<file path="config.mk">
export PLATFORM = sky130hd
export DESIGN_NAME = pswc_top
export DESIGN_NICKNAME = d
export VERILOG_FILES = /design/src/common/pswc_pkg.sv /design/src/hw/pswc_top.sv /design/src/hw/pswc_event_latch.sv /design/src/hw/pswc_wake_detect.sv
export VERILOG_INCLUDE_DIRS = /design/src /design/src/common
export SDC_FILE = /design/constraint.sdc
export NUM_CORES = 1
export LEC_CHECK = 0
export BUFFER_PORTS_ARGS = -buffer_cell sky130_fd_sc_hd__buf_2
export CORE_AREA = 2 2 76 92
export DETAILED_ROUTE_END_ITERATION = 7
export DIE_AREA = 0 0 78 94
export PLACE_DENSITY = 0.82
export SYNTH_ARGS = -nofsm -noshare
export SYNTH_HDL_FRONTEND = slang
export SYNTH_SLANG_ARGS = --single-unit
</file>
<file path="constraint.sdc">
create_clock -name clock -period 3.7 [get_ports clock]
set_input_delay 0.37 -clock clock [delete_from_list [all_inputs] [get_ports clock]]
set_output_delay 0.37 -clock clock [all_outputs]
set_load 0.005 [all_outputs]
</file>
<file path="src/common/pswc_defines.svh">
// Purpose: Named constants for the processor sleep and wake controller
// Assumes: Included by bare name from design files
// Notes:   Offsets are byte addresses on the plain register port
`ifndef PSWC_DEFINES_SVH
`define PSWC_DEFINES_SVH

`define PSWC_ADDR_W        8
`define PSWC_DATA_W        32
`define PSWC_CNT_W         16

`define PSWC_OFF_CTRL      8'h00
`define PSWC_OFF_STATUS    8'h04
`define PSWC_OFF_ENTRIES   8'h08
`define PSWC_OFF_WAKES     8'h0C

`define PSWC_BIT_SOE       1
`define PSWC_BIT_DEEP      2
`define PSWC_BIT_SEVONP    4

`define PSWC_ST_STATE_LO   0
`define PSWC_ST_STATE_HI   1
`define PSWC_ST_DEEP       2
`define PSWC_ST_DEFER      3
`define PSWC_ST_CAUSE_LO   4
`define PSWC_ST_CAUSE_HI   6

`define PSWC_CTRL_RESET    1'h0
`define PSWC_CNT_RESET     16'h0000
`define PSWC_CNT_ONE       16'h0001
`define PSWC_RDATA_RESET   32'h0000_0000

`endif

</file>
<file path="src/common/pswc_pkg.sv">
// Purpose: Types shared by the sleep and wake controller
// Assumes: Nothing
// Notes:   State and wake cause codes are read back through the status register
package pswc_pkg;

  typedef enum logic [1:0] {
    PSWC_RUN       = 2'h0,
    PSWC_SLEEP_INT = 2'h1,
    PSWC_SLEEP_EVT = 2'h2
  } pswc_state_t;

  typedef enum logic [2:0] {
    PSWC_CAUSE_NONE  = 3'h0,
    PSWC_CAUSE_EXC   = 3'h1,
    PSWC_CAUSE_DEFER = 3'h2,
    PSWC_CAUSE_EVENT = 3'h3,
    PSWC_CAUSE_DEBUG = 3'h4
  } pswc_cause_t;

endpackage

</file>
<file path="src/hw/pswc_top.sv">
// Purpose: Sleep entry and wake control for the processor core
// Assumes: Instruction strobes are one-cycle pulses issued only while running
// Notes:   Clock and power requests go to the system clock controller
//
// Decided for this implementation: the plain strobed port and the register offsets.
`include "pswc_defines.svh"

// Functional notes
// Light sleep stops the core clock, system clock keeps running.
// Deep sleep stops system clock and powers down PLL and flash.
// Deep-sleep select bit picks light or deep sleep for any entry.
// Wait-for-interrupt sleeps at once unless a wake condition already holds.
// Wait-for-event with event latch clear halts and sleeps.
// Wait-for-event with latch set clears it and keeps running.
// Send-event sets the latch; software cannot read or write it.
// Sleep-on-exit bit sleeps right after the last handler returns.
// Interrupt-type sleep wakes on an exception fit for entry, a deferred interrupt or a debug wake.
// Disable flag set, fault flag clear: interrupt wakes, handler deferred.
// Event-type sleep wakes on any exception fit for entry.
// Pending-raises-event bit: every new pending interrupt sets the event latch and wakes event-type sleep.
// Spurious wakes allowed; sleep may be re-entered immediately afterwards.
// Sleeping and deep-sleep indications drive the system clock controller.
module pswc_top (
  input  wire logic                      clock,
  input  wire logic                      resetn,
  input  wire logic [`PSWC_ADDR_W-1:0]   reg_addr,
  input  wire logic [`PSWC_DATA_W-1:0]   reg_wdata,
  input  wire logic                      reg_write,
  input  wire logic                      reg_read,
  output logic      [`PSWC_DATA_W-1:0]   reg_rdata,
  input  wire logic                      wait_for_interrupt_instr,
  input  wire logic                      wait_for_event_instr,
  input  wire logic                      send_event_instr,
  input  wire logic                      handler_exit_last,
  input  wire logic                      exc_entry_req,
  input  wire logic                      irq_above_priority,
  input  wire logic                      irq_new_pending,
  input  wire logic                      debug_wake,
  input  wire logic                      interrupt_disable_flag,
  input  wire logic                      fault_disable_flag,
  output logic                           core_halt,
  output logic                           core_clk_en,
  output logic                           sys_clk_en,
  output logic                           pll_power_down,
  output logic                           flash_power_down,
  output logic                           sleeping,
  output logic                           deep_sleep,
  output logic                           wfe_skip,
  output logic                           wake_pulse,
  output logic                           handler_defer
);
  import pswc_pkg::*;

  pswc_state_t                state;
  pswc_state_t                next_state;
  pswc_cause_t                cause;
  pswc_cause_t                next_cause;
  logic                       deep_sleep_select;
  logic                       sleep_on_handler_exit;
  logic                       pending_irq_raises_event;
  logic                       deep_latched;
  logic                       defer_latched;
  logic [`PSWC_CNT_W-1:0]     entry_count;
  logic [`PSWC_CNT_W-1:0]     wake_count;
  logic                       event_q;
  logic                       event_set;
  logic                       event_clear;
  logic                       wake_int;
  logic                       wake_evt;
  logic                       wake_deferred;
  logic                       enter_int;
  logic                       enter_evt;
  logic                       enter_any;
  logic                       wake_now;
  logic                       depth_next;
  logic                       wfe_skip_now;
  logic [`PSWC_DATA_W-1:0]    next_rdata;

  // Saturating increment for the statistics counters
  function automatic logic [`PSWC_CNT_W-1:0] sat_inc(input logic [`PSWC_CNT_W-1:0] v);
    if (&v) begin
      sat_inc = v;
    end else begin
      sat_inc = v + `PSWC_CNT_ONE;
    end
  endfunction

  // Pick the wake cause from the active wake terms
  function automatic pswc_cause_t pick_cause(input logic exc, input logic dfr,
                                             input logic evt, input logic dbg);
    if (exc) begin
      pick_cause = PSWC_CAUSE_EXC;
    end else if (dfr) begin
      pick_cause = PSWC_CAUSE_DEFER;
    end else if (evt) begin
      pick_cause = PSWC_CAUSE_EVENT;
    end else if (dbg) begin
      pick_cause = PSWC_CAUSE_DEBUG;
    end else begin
      pick_cause = PSWC_CAUSE_NONE;
    end
  endfunction

  // Write strobe aimed at one register offset
  function automatic logic reg_hit(input logic wr, input logic [`PSWC_ADDR_W-1:0] addr,
                                   input logic [`PSWC_ADDR_W-1:0] off);
    reg_hit = wr && (addr == off);
  endfunction

  pswc_event_latch u_event_latch (
    .clock       (clock),
    .resetn      (resetn),
    .set_event   (event_set),
    .clear_event (event_clear),
    .event_q     (event_q)
  );

  pswc_wake_detect u_wake_detect (
    .exc_entry_req          (exc_entry_req),
    .irq_above_priority     (irq_above_priority),
    .interrupt_disable_flag (interrupt_disable_flag),
    .fault_disable_flag     (fault_disable_flag),
    .event_q                (event_q),
    .debug_wake             (debug_wake),
    .wake_int               (wake_int),
    .wake_evt               (wake_evt),
    .wake_deferred          (wake_deferred)
  );

  // Event latch sources and consumers
  always_comb begin
    event_set   = send_event_instr
                | (pending_irq_raises_event & irq_new_pending);
    event_clear = wfe_skip_now
                | (state == PSWC_SLEEP_EVT && wake_evt);
  end

  // Sleep entry decisions taken while running
  always_comb begin
    enter_int = 1'h0;
    enter_evt = 1'h0;
    if (state == PSWC_RUN) begin
      if (wait_for_interrupt_instr && !wake_int) begin
        enter_int = 1'h1;
      end else if (handler_exit_last && sleep_on_handler_exit && !wake_int) begin
        enter_int = 1'h1;
      end else if (wait_for_event_instr && !event_q) begin
        enter_evt = 1'h1;
      end
    end
    enter_any = enter_int | enter_evt;
  end

  // Sleep state machine; every wake returns to run so sleep can repeat
  always_comb begin
    next_state = state;
    wake_now   = 1'h0;
    next_cause = cause;
    unique case (state)
      PSWC_RUN: begin
        if (enter_int) begin
          next_state = PSWC_SLEEP_INT;
        end else if (enter_evt) begin
          next_state = PSWC_SLEEP_EVT;
        end
      end
      PSWC_SLEEP_INT: begin
        if (wake_int) begin
          next_state = PSWC_RUN;
          wake_now   = 1'h1;
          next_cause = pick_cause(exc_entry_req, wake_deferred, 1'h0, debug_wake);
        end
      end
      PSWC_SLEEP_EVT: begin
        if (wake_evt) begin
          next_state = PSWC_RUN;
          wake_now   = 1'h1;
          next_cause = pick_cause(exc_entry_req, wake_deferred, event_q, debug_wake);
        end
      end
      default: begin
        next_state = PSWC_RUN;
      end
    endcase
  end

  // Sleep depth this cycle, shared by the system clock, PLL, flash and deep-sleep requests
  always_comb begin
    depth_next   = enter_any ? deep_sleep_select : (deep_latched && !wake_now);
    wfe_skip_now = (state == PSWC_RUN) && wait_for_event_instr && event_q;
  end

  always_ff @(posedge clock or negedge resetn) begin
    if (!resetn) begin
      state <= PSWC_RUN;
    end else begin
      state <= next_state;
    end
  end

  always_ff @(posedge clock or negedge resetn) begin
    if (!resetn) begin
      cause <= PSWC_CAUSE_NONE;
    end else begin
      cause <= next_cause;
    end
  end

  // Sleep depth is frozen at entry from the select bit
  always_ff @(posedge clock or negedge resetn) begin
    if (!resetn) begin
      deep_latched <= 1'h0;
    end else if (enter_any) begin
      deep_latched <= deep_sleep_select;
    end else if (wake_now) begin
      deep_latched <= 1'h0;
    end
  end

  // Handler deferral holds until the disable flag is cleared
  always_ff @(posedge clock or negedge resetn) begin
    if (!resetn) begin
      defer_latched <= 1'h0;
    end else if (wake_now && wake_deferred && !exc_entry_req) begin
      defer_latched <= 1'h1;
    end else if (!interrupt_disable_flag) begin
      defer_latched <= 1'h0;
    end
  end

  // Core clock gate and system clock request to the clock controller
  always_ff @(posedge clock or negedge resetn) begin
    if (!resetn) begin
      core_halt   <= 1'h0;
      core_clk_en <= 1'h1;
      sys_clk_en  <= 1'h1;
    end else begin
      core_halt   <= (next_state != PSWC_RUN);
      core_clk_en <= (next_state == PSWC_RUN);
      sys_clk_en  <= !depth_next;
    end
  end

  // PLL and flash power down only in deep sleep
  always_ff @(posedge clock or negedge resetn) begin
    if (!resetn) begin
      pll_power_down   <= 1'h0;
      flash_power_down <= 1'h0;
    end else begin
      pll_power_down   <= depth_next;
      flash_power_down <= depth_next;
    end
  end

  // Sleeping and deep-sleep indications to the clock controller
  always_ff @(posedge clock or negedge resetn) begin
    if (!resetn) begin
      sleeping   <= 1'h0;
      deep_sleep <= 1'h0;
    end else begin
      sleeping   <= (next_state != PSWC_RUN);
      deep_sleep <= depth_next;
    end
  end

  // One-cycle notices to the core
  always_ff @(posedge clock or negedge resetn) begin
    if (!resetn) begin
      wfe_skip   <= 1'h0;
      wake_pulse <= 1'h0;
    end else begin
      wfe_skip   <= wfe_skip_now;
      wake_pulse <= wake_now;
    end
  end

  always_comb begin
    handler_defer = defer_latched;
  end

  // Statistics counters
  always_ff @(posedge clock or negedge resetn) begin
    if (!resetn) begin
      entry_count <= `PSWC_CNT_RESET;
    end else if (reg_hit(reg_write, reg_addr, `PSWC_OFF_ENTRIES)) begin
      entry_count <= `PSWC_CNT_RESET;
    end else if (enter_any) begin
      entry_count <= sat_inc(entry_count);
    end
  end

  always_ff @(posedge clock or negedge resetn) begin
    if (!resetn) begin
      wake_count <= `PSWC_CNT_RESET;
    end else if (reg_hit(reg_write, reg_addr, `PSWC_OFF_WAKES)) begin
      wake_count <= `PSWC_CNT_RESET;
    end else if (wake_now) begin
      wake_count <= sat_inc(wake_count);
    end
  end

  // System control register bits
  always_ff @(posedge clock or negedge resetn) begin
    if (!resetn) begin
      deep_sleep_select        <= `PSWC_CTRL_RESET;
      sleep_on_handler_exit    <= `PSWC_CTRL_RESET;
      pending_irq_raises_event <= `PSWC_CTRL_RESET;
    end else if (reg_hit(reg_write, reg_addr, `PSWC_OFF_CTRL)) begin
      deep_sleep_select        <= reg_wdata[`PSWC_BIT_DEEP];
      sleep_on_handler_exit    <= reg_wdata[`PSWC_BIT_SOE];
      pending_irq_raises_event <= reg_wdata[`PSWC_BIT_SEVONP];
    end
  end

  // Read mux; the event latch is deliberately not mapped
  always_comb begin
    next_rdata = `PSWC_RDATA_RESET;
    unique case (reg_addr)
      `PSWC_OFF_CTRL: begin
        next_rdata[`PSWC_BIT_DEEP]   = deep_sleep_select;
        next_rdata[`PSWC_BIT_SOE]    = sleep_on_handler_exit;
        next_rdata[`PSWC_BIT_SEVONP] = pending_irq_raises_event;
      end
      `PSWC_OFF_STATUS: begin
        next_rdata[`PSWC_ST_STATE_HI:`PSWC_ST_STATE_LO] = state;
        next_rdata[`PSWC_ST_DEEP]                       = deep_latched;
        next_rdata[`PSWC_ST_DEFER]                      = defer_latched;
        next_rdata[`PSWC_ST_CAUSE_HI:`PSWC_ST_CAUSE_LO] = cause;
      end
      `PSWC_OFF_ENTRIES: begin
        next_rdata[`PSWC_CNT_W-1:0] = entry_count;
      end
      `PSWC_OFF_WAKES: begin
        next_rdata[`PSWC_CNT_W-1:0] = wake_count;
      end
      default: begin
        next_rdata = `PSWC_RDATA_RESET;
      end
    endcase
  end

  // Read data stands for one cycle after the read strobe
  always_ff @(posedge clock or negedge resetn) begin
    if (!resetn) begin
      reg_rdata <= `PSWC_RDATA_RESET;
    end else if (reg_read) begin
      reg_rdata <= next_rdata;
    end else begin
      reg_rdata <= `PSWC_RDATA_RESET;
    end
  end

endmodule

</file>
<file path="src/hw/pswc_event_latch.sv">
// Purpose: One-bit event latch for the wait-for-event path
// Assumes: Set and clear are one-cycle pulses in the clock domain
// Notes:   A set in the same cycle as a clear wins; no software access
module pswc_event_latch (
  input  wire logic clock,
  input  wire logic resetn,
  input  wire logic set_event,
  input  wire logic clear_event,
  output logic      event_q
);
  import pswc_pkg::*;

  // Only instruction and pending-interrupt pulses set this latch
  always_ff @(posedge clock or negedge resetn) begin
    if (!resetn) begin
      event_q <= 1'h0;
    end else if (set_event) begin
      event_q <= 1'h1;
    end else if (clear_event) begin
      event_q <= 1'h0;
    end
  end

endmodule

</file>
<file path="src/hw/pswc_wake_detect.sv">
// Purpose: Wake conditions for both sleep flavours
// Assumes: Interrupt controller inputs are levels in the clock domain
// Notes:   Purely combinational
module pswc_wake_detect (
  input  wire logic exc_entry_req,
  input  wire logic irq_above_priority,
  input  wire logic interrupt_disable_flag,
  input  wire logic fault_disable_flag,
  input  wire logic event_q,
  input  wire logic debug_wake,
  output logic      wake_int,
  output logic      wake_evt,
  output logic      wake_deferred
);
  import pswc_pkg::*;

  // Interrupt held back by the disable flag but still allowed to wake
  function automatic logic masked_wake(input logic irq, input logic pm, input logic fm);
    masked_wake = irq & pm & ~fm;
  endfunction

  always_comb begin
    wake_deferred = masked_wake(irq_above_priority, interrupt_disable_flag,
                                fault_disable_flag);
    wake_int      = exc_entry_req | wake_deferred | debug_wake;
    wake_evt      = exc_entry_req | masked_wake(irq_above_priority,
                    interrupt_disable_flag, fault_disable_flag)
                    | event_q | debug_wake;
  end

endmodule

</file>
[Word level (Yosys, flattened, before mapping)]
Index checks and enable logic that the tools add are counted.
Storage, ports and cells
  bits in registers: 81
  bits in latches: 0
  RAM bits: 0
  memory bits (read-only): 0
  bits of input ports: 54
  output and inout bits: 42
  memories: 0
Cells by class
  add/sub/neg operators: 2
  multipliers: 0
  div/mod/pow operators: 0
  magnitude comparators: 0
  equality and inequality tests: 10
  shift-type cells: 0
  muxes and demuxes: 44
  bitwise logic cells: 11
  reductions and logical operators: 32
Operators with widths (count)
  16-bit 2-to-1 mux: 7
  16-bit by 1-bit adder with 16-bit output (second input constant): 2
  16-bit AND reduction: 2
  3-bit 2-to-1 mux: 8
  9-bit one-hot mux with 2 select lines: 1
  8-bit by 4-bit equality test with 1-bit output (second input constant): 2
  1-bit 2-to-1 mux: 16
  1-bit logical AND: 13
  2-bit one-hot mux with 3 select lines: 2
  2-bit nonzero test: 6
  8-bit by 3-bit equality test with 1-bit output (second input constant): 1
  8-bit logical NOT: 1
  2-bit 2-to-1 mux: 4
  2-bit != test (second input constant): 4
  2-bit one-hot mux with 4 select lines: 1
  1-bit OR: 7
  1-bit one-hot mux with 3 select lines: 2
  3-bit one-hot mux with 2 select lines: 1
  1-bit logical NOT: 5
  2-bit logical NOT: 2
  1-bit one-hot mux with 4 select lines: 1
  2-bit AND reduction: 2
  1-bit AND: 3
  3-bit AND reduction: 1
  other kinds (5): 5

[Longest topological paths before layout]
  depth after elaboration: 13
  depth in mapped cells: 9
  depth with buffers taken out: 8

[Cells and area by module]
Synthesis repeated with hierarchy kept, for this count alone.
Second synthesis, totals
  cells, all modules: 365
  area total of the unflattened synthesis: 3638.5 sq um
By module, submodules not included
  pswc_top: instances 1, cells each 359, area an instance 3579.7 sq um, sequential area each 1604.0 sq um
  pswc_event_latch: instances 1, cells each 3, area an instance 36.3 sq um, sequential area each 25.0 sq um
  pswc_wake_detect: instances 1, cells each 3, area an instance 22.5 sq um, sequential area each 0.0 sq um

[Worst setup path before layout]
No wires, ideal clock.
  path type: register to register
  start: register state[0]
  end: register entry_count[1]
  arrival time: 1.870 ns
  data required time: 3.581 ns
  setup slack: 1.712 ns
  stages on the path, launching flop included: 9
  clock period less this slack: 1.988 ns
  path through: dfrtp_1 -> inv_1 -> ha_1 -> and3b_1 -> a41oi_1 -> buf_2 -> a21oi_1 -> mux2i_1 -> nor2_1
On the way
  longest elaborated chain between the ends: 5
  elaborated cells on any way between the ends: 6
  classes of those cells: mux: 2; bitwise: 1; reduce/logical: 3
RTL lines
  start: declaration: RTL line pswc_top.sv:54  | pswc_state_t state;
  start signal: assignment: RTL line pswc_top.sv:197  | state <= next_state;
  2-bit logical NOT (*): RTL line pswc_top.sv:142  | if (state == PSWC_RUN) begin
  1-bit 2-to-1 mux: RTL line pswc_top.sv:142
  1-bit OR (*): RTL line pswc_top.sv:151  | enter_any = enter_int | enter_evt;
  2-bit nonzero test (no line) (*)
  2-bit AND reduction (no line) (*)
  end signal: assignment: RTL line pswc_top.sv:284  | entry_count <= `PSWC_CNT_RESET;
  end signal: assignment: RTL line pswc_top.sv:286  | entry_count <= `PSWC_CNT_RESET;
  end signal: assignment: RTL line pswc_top.sv:288  | entry_count <= sat_inc(entry_count);
  end: declaration: RTL line pswc_top.sv:63  | logic [`PSWC_CNT_W-1:0] entry_count;
Every way passes the cells marked *; elsewhere a longest branch is shown, timed or not.
A chain may end at the register's enable or synchronous reset.

[Final worst setup path]
  start: register state[1]
  end: register wake_count[13]
On the way
  longest elaborated chain between the ends: 4
  elaborated cells on any way between the ends: 5
  classes of those cells: eq/ne: 2; mux: 1; reduce/logical: 2
RTL lines
  2-bit equality test or 2-bit by 1-bit equality test with 1-bit output (tied branches): RTL line pswc_top.sv:159  | unique case (state)
  1-bit one-hot mux with 2 select lines (*): RTL line pswc_top.sv:159
  2-bit nonzero test (no line) (*)
  2-bit AND reduction (no line) (*)
  end signal: assignment: RTL line pswc_top.sv:294  | wake_count <= `PSWC_CNT_RESET;
  end signal: assignment: RTL line pswc_top.sv:296  | wake_count <= `PSWC_CNT_RESET;
  end signal: assignment: RTL line pswc_top.sv:298  | wake_count <= sat_inc(wake_count);
  end: declaration: RTL line pswc_top.sv:64  | logic [`PSWC_CNT_W-1:0] wake_count;
Marked as above.

==> flow_metrics.tcl <==
set metrics [dict create \
    io_pins 96 \
    skew_ns 0.00961 \
    final_common_cell "dfrtp_1" \
    reg2reg_from "state[1]" \
    clkSinkCount 65 \
    via_per_inst 5.58 \
    avgSynthCellArea_um2 10.0 \
    htreeDepth 3 \
    drtIter0Drc 134 \
    postCtsHoldBufs 0 \
    slew_viol_final 0 \
    reg2reg_to "wake_count[13]" \
    pwr-share-comb_pct 22.6 \
    finalSetupViolCount 0 \
    rows 32 \
    slew_headroom_pct 45.8 \
    initial_core_util_pct 54.6 \
    grt_pass1_wl_um 12000 \
    synth_ff_type "dfrtp_1" \
    cts_made_buffers 9 \
    wl_per_cell_um 14.8 \
    yosys.cell_types.count 56 \
    track_usage_pct 21.2 \
    ant_nets 0 \
    outcome "complete, no violations" \
    dp_hpwl_um 5240 \
    root_buffer "clkbuf_8" \
    coreArea_um2 6410 \
    clock_latency_ns 0.35 \
    drcViolationCount 0 \
    dpl_worst_slack_ns 1.16 \
    via_count 2706 \
    area_growth_pct 11.6 \
    ir_drop_v 0.000315 \
    nFillCells 532 \
    pwr-share-clk_pct 30.4 \
    maxCapViolCount 0 \
    cts_setup_buffers 0 \
    synth_enable_flop_cells 0 \
    power_switching_w 0.000625 \
    internal_power_w 0.00136 \
    firstDrtPassIters 4 \
    power_frac_seq_pct 47.0 \
    clkTransAtPathRegs_ns 0.07 \
    overflow 0 \
    finalCriticalPeriod_ns 2.40 \
    dieWidth_um 78 \
    start_kind "register" \
    drive_gt1_share_pct 21.3 \
    cts_buffer_depth 2 \
    power_leakage_nw 1.79 \
    sw_frac_of_total_pct 31.5 \
    ys_ff_latch 65 \
    die_y_um 94 \
    antenna_found_initial 0 \
    worst_slack_ns 1.30 \
    synth_async_sr_flop_share_pct 100 \
    end_kind "register" \
    rrSetupSlack_ns 1.30 \
    wl_um 7190 \
    layout_common_cells "dfrtp_1 (63), buf_2 (50), nor2_1 (47)" \
    p_per_area_nw_per_um2 508 \
    yosysSeqAreaShare_pct 46.6 \
    period_share_pct 64.9 \
    grt_max_degree 40 \
    diodes 0 \
    cp.required_ns 3.97 \
    tightest_slew_ns 0.813 \
    worst-r2r-cell-count 8 \
    place_congestion 0.856 \
    tns_ns 0 \
    ys_warn_count 0 \
    rsz0062_at_grt "no" \
    max_freq_mhz 416 \
    grt_pass1_vias 2674 \
    cts_resized 0 \
    fin_nets 455 \
    cp_data_arrival_time_ns 2.67 \
    portBuffers 50 \
    path_class "reg2reg" \
    syn_inst 348 \
    cts_tree "done" \
    synthesis.area_um2 3500 \
    die-area_um2 7330 \
    critPathMaxFanout 12 \
    hold_viol 0 \
    hp-class "in2async" \
]
==> stage by stage <==
| stage | util [%] | std cells | hold slack [ns] | instance area [um^2] | total power [W] |
|---|---|---|---|---|---|
| finish | 60.9 | 485 | 0.114 | 3900 | 0.00198 |
| global placement | 57.8 | 469 | 0.461 | 3700 | 0.00137 |
| floorplan | - | 363 | 0.0744 | 3550 | 0.00125 |
| global route | 60.9 | 485 | 0.183 | 3900 | 0.00210 |
| detailed placement | 57.8 | 469 | 0.487 | 3700 | 0.00139 |
| CTS | 60.9 | 485 | 0.137 | 3900 | 0.00200 |
==> metal layers <==
layer	routed length (um)	up-vias	global-route usage, %	share of wire [%]
met2	3510	88	34.8	49
met3	417	16	6.25	5.8
met5	0	-	0	0
li1	-	1298	-	-
met1	3090	1304	25.1	43
met4	174	0	11.4	2.4
==> cells by family (layout without fill, tap and decap cells) <==
kind of cell | count (synthesis) | count (layout) | share of synthesized area (%)
AOI/OAI and AO/OA | 62 | 62 | 13.9
xor gates and xnor gates | 27 | 27 | 6.76
adders and majority gates | 6 | 6 | 2.15
buffers and inverters | 41 | 78 | 7.48
DFF | 65 | 65 | 46.6
muxes | 10 | 10 | 3.11
other | 1 | 16 | 0.107
and+or+nand+nor | 136 | 136 | 19.9
==> worst max-delay path: stages (launching register included) <==
cell      delay, ns
dfrtp_1        0.45
inv_1          0.12
ha_1           0.33
o21ai_0        0.12
a31o_2         0.28
inv_1          0.31
o211ai_1       0.22
or3_1          0.35
a21oi_1        0.15
==> synthesized netlist by cell type (4+ instances only) <==
cell type  count  area, um^2
a211oi_1       4        30.0
a2111oi_0      4        35.0
ha_1           6        75.1
and3_1         6        37.5
nor3_1         6        30.0
dfrtp_1       63        1580
nand4_1        6        37.5
o21ai_0        7        35.0
clkbuf_1       4        15.0
inv_1          9        33.8
a22oi_1       14         105
nand3_1       10        50.1
nand2_1       23        86.3
o211ai_1       7        52.6
nor2b_1       12        75.1
a21oi_1        4        20.0
nor2_1        47         176
xor2_1         8        70.1
xnor2_1       19         166
buf_4         20         150
mux2_2         7        78.8
and2_1         4        25.0
buf_2          5        25.0
==> flip-flops by register name (all words and copies together) (netlist names) <==
signal	cells
handler_defer	1
entry_count	16
wake_pulse	1
state	2
reg_rdata	16
deep_sleep	1
sleep_on_handler_exit	1
pending_irq_raises_event	1
sys_clk_en	1
core_clk_en	1
wake_count	16
u_event_latch.event_q	1
cause	3
deep_latched	1
sleeping	1
deep_sleep_select	1
wfe_skip	1
==> power groups by stage <==
stage | clock network (W) | logic [W] | registers (W)
after floorplan | 0 | 0.000339 | 0.000911
after global placement | 0 | 0.000430 | 0.000937
after detailed placement | 0 | 0.000447 | 0.000942
after CTS | 0.000620 | 0.000450 | 0.000930
after global routing | 0.000646 | 0.000512 | 0.000946
final | 0.000603 | 0.000448 | 0.000931
==> final cells by class <==
class                   count  area [um^2]  area share [%]
clock buffers              13          159            4.07
well taps                  85          106            2.73
repair buffers             53          273            6.99
inverters                   9         33.8           0.866
clock inverters             3         40.0            1.03
flip-flops and latches     65         1630            41.7
multi-input cells         257         1660            42.6
==> worst max-delay path by stage <==
stage / startpoint / endpoint / slack (ns)
floorplan: state[0] / entry_count[1] / 1.71
CTS: state[1] / wake_count[13] / 1.33
finish: state[1] / wake_count[13] / 1.30
global route: state[1] / wake_count[13] / 1.11
detailed placement: reg_addr[5] / entry_count[5] / 1.16
global placement: reg_addr[5] / entry_count[12] / 1.19
No activity file was read; power rests on OpenSTA's default activity.
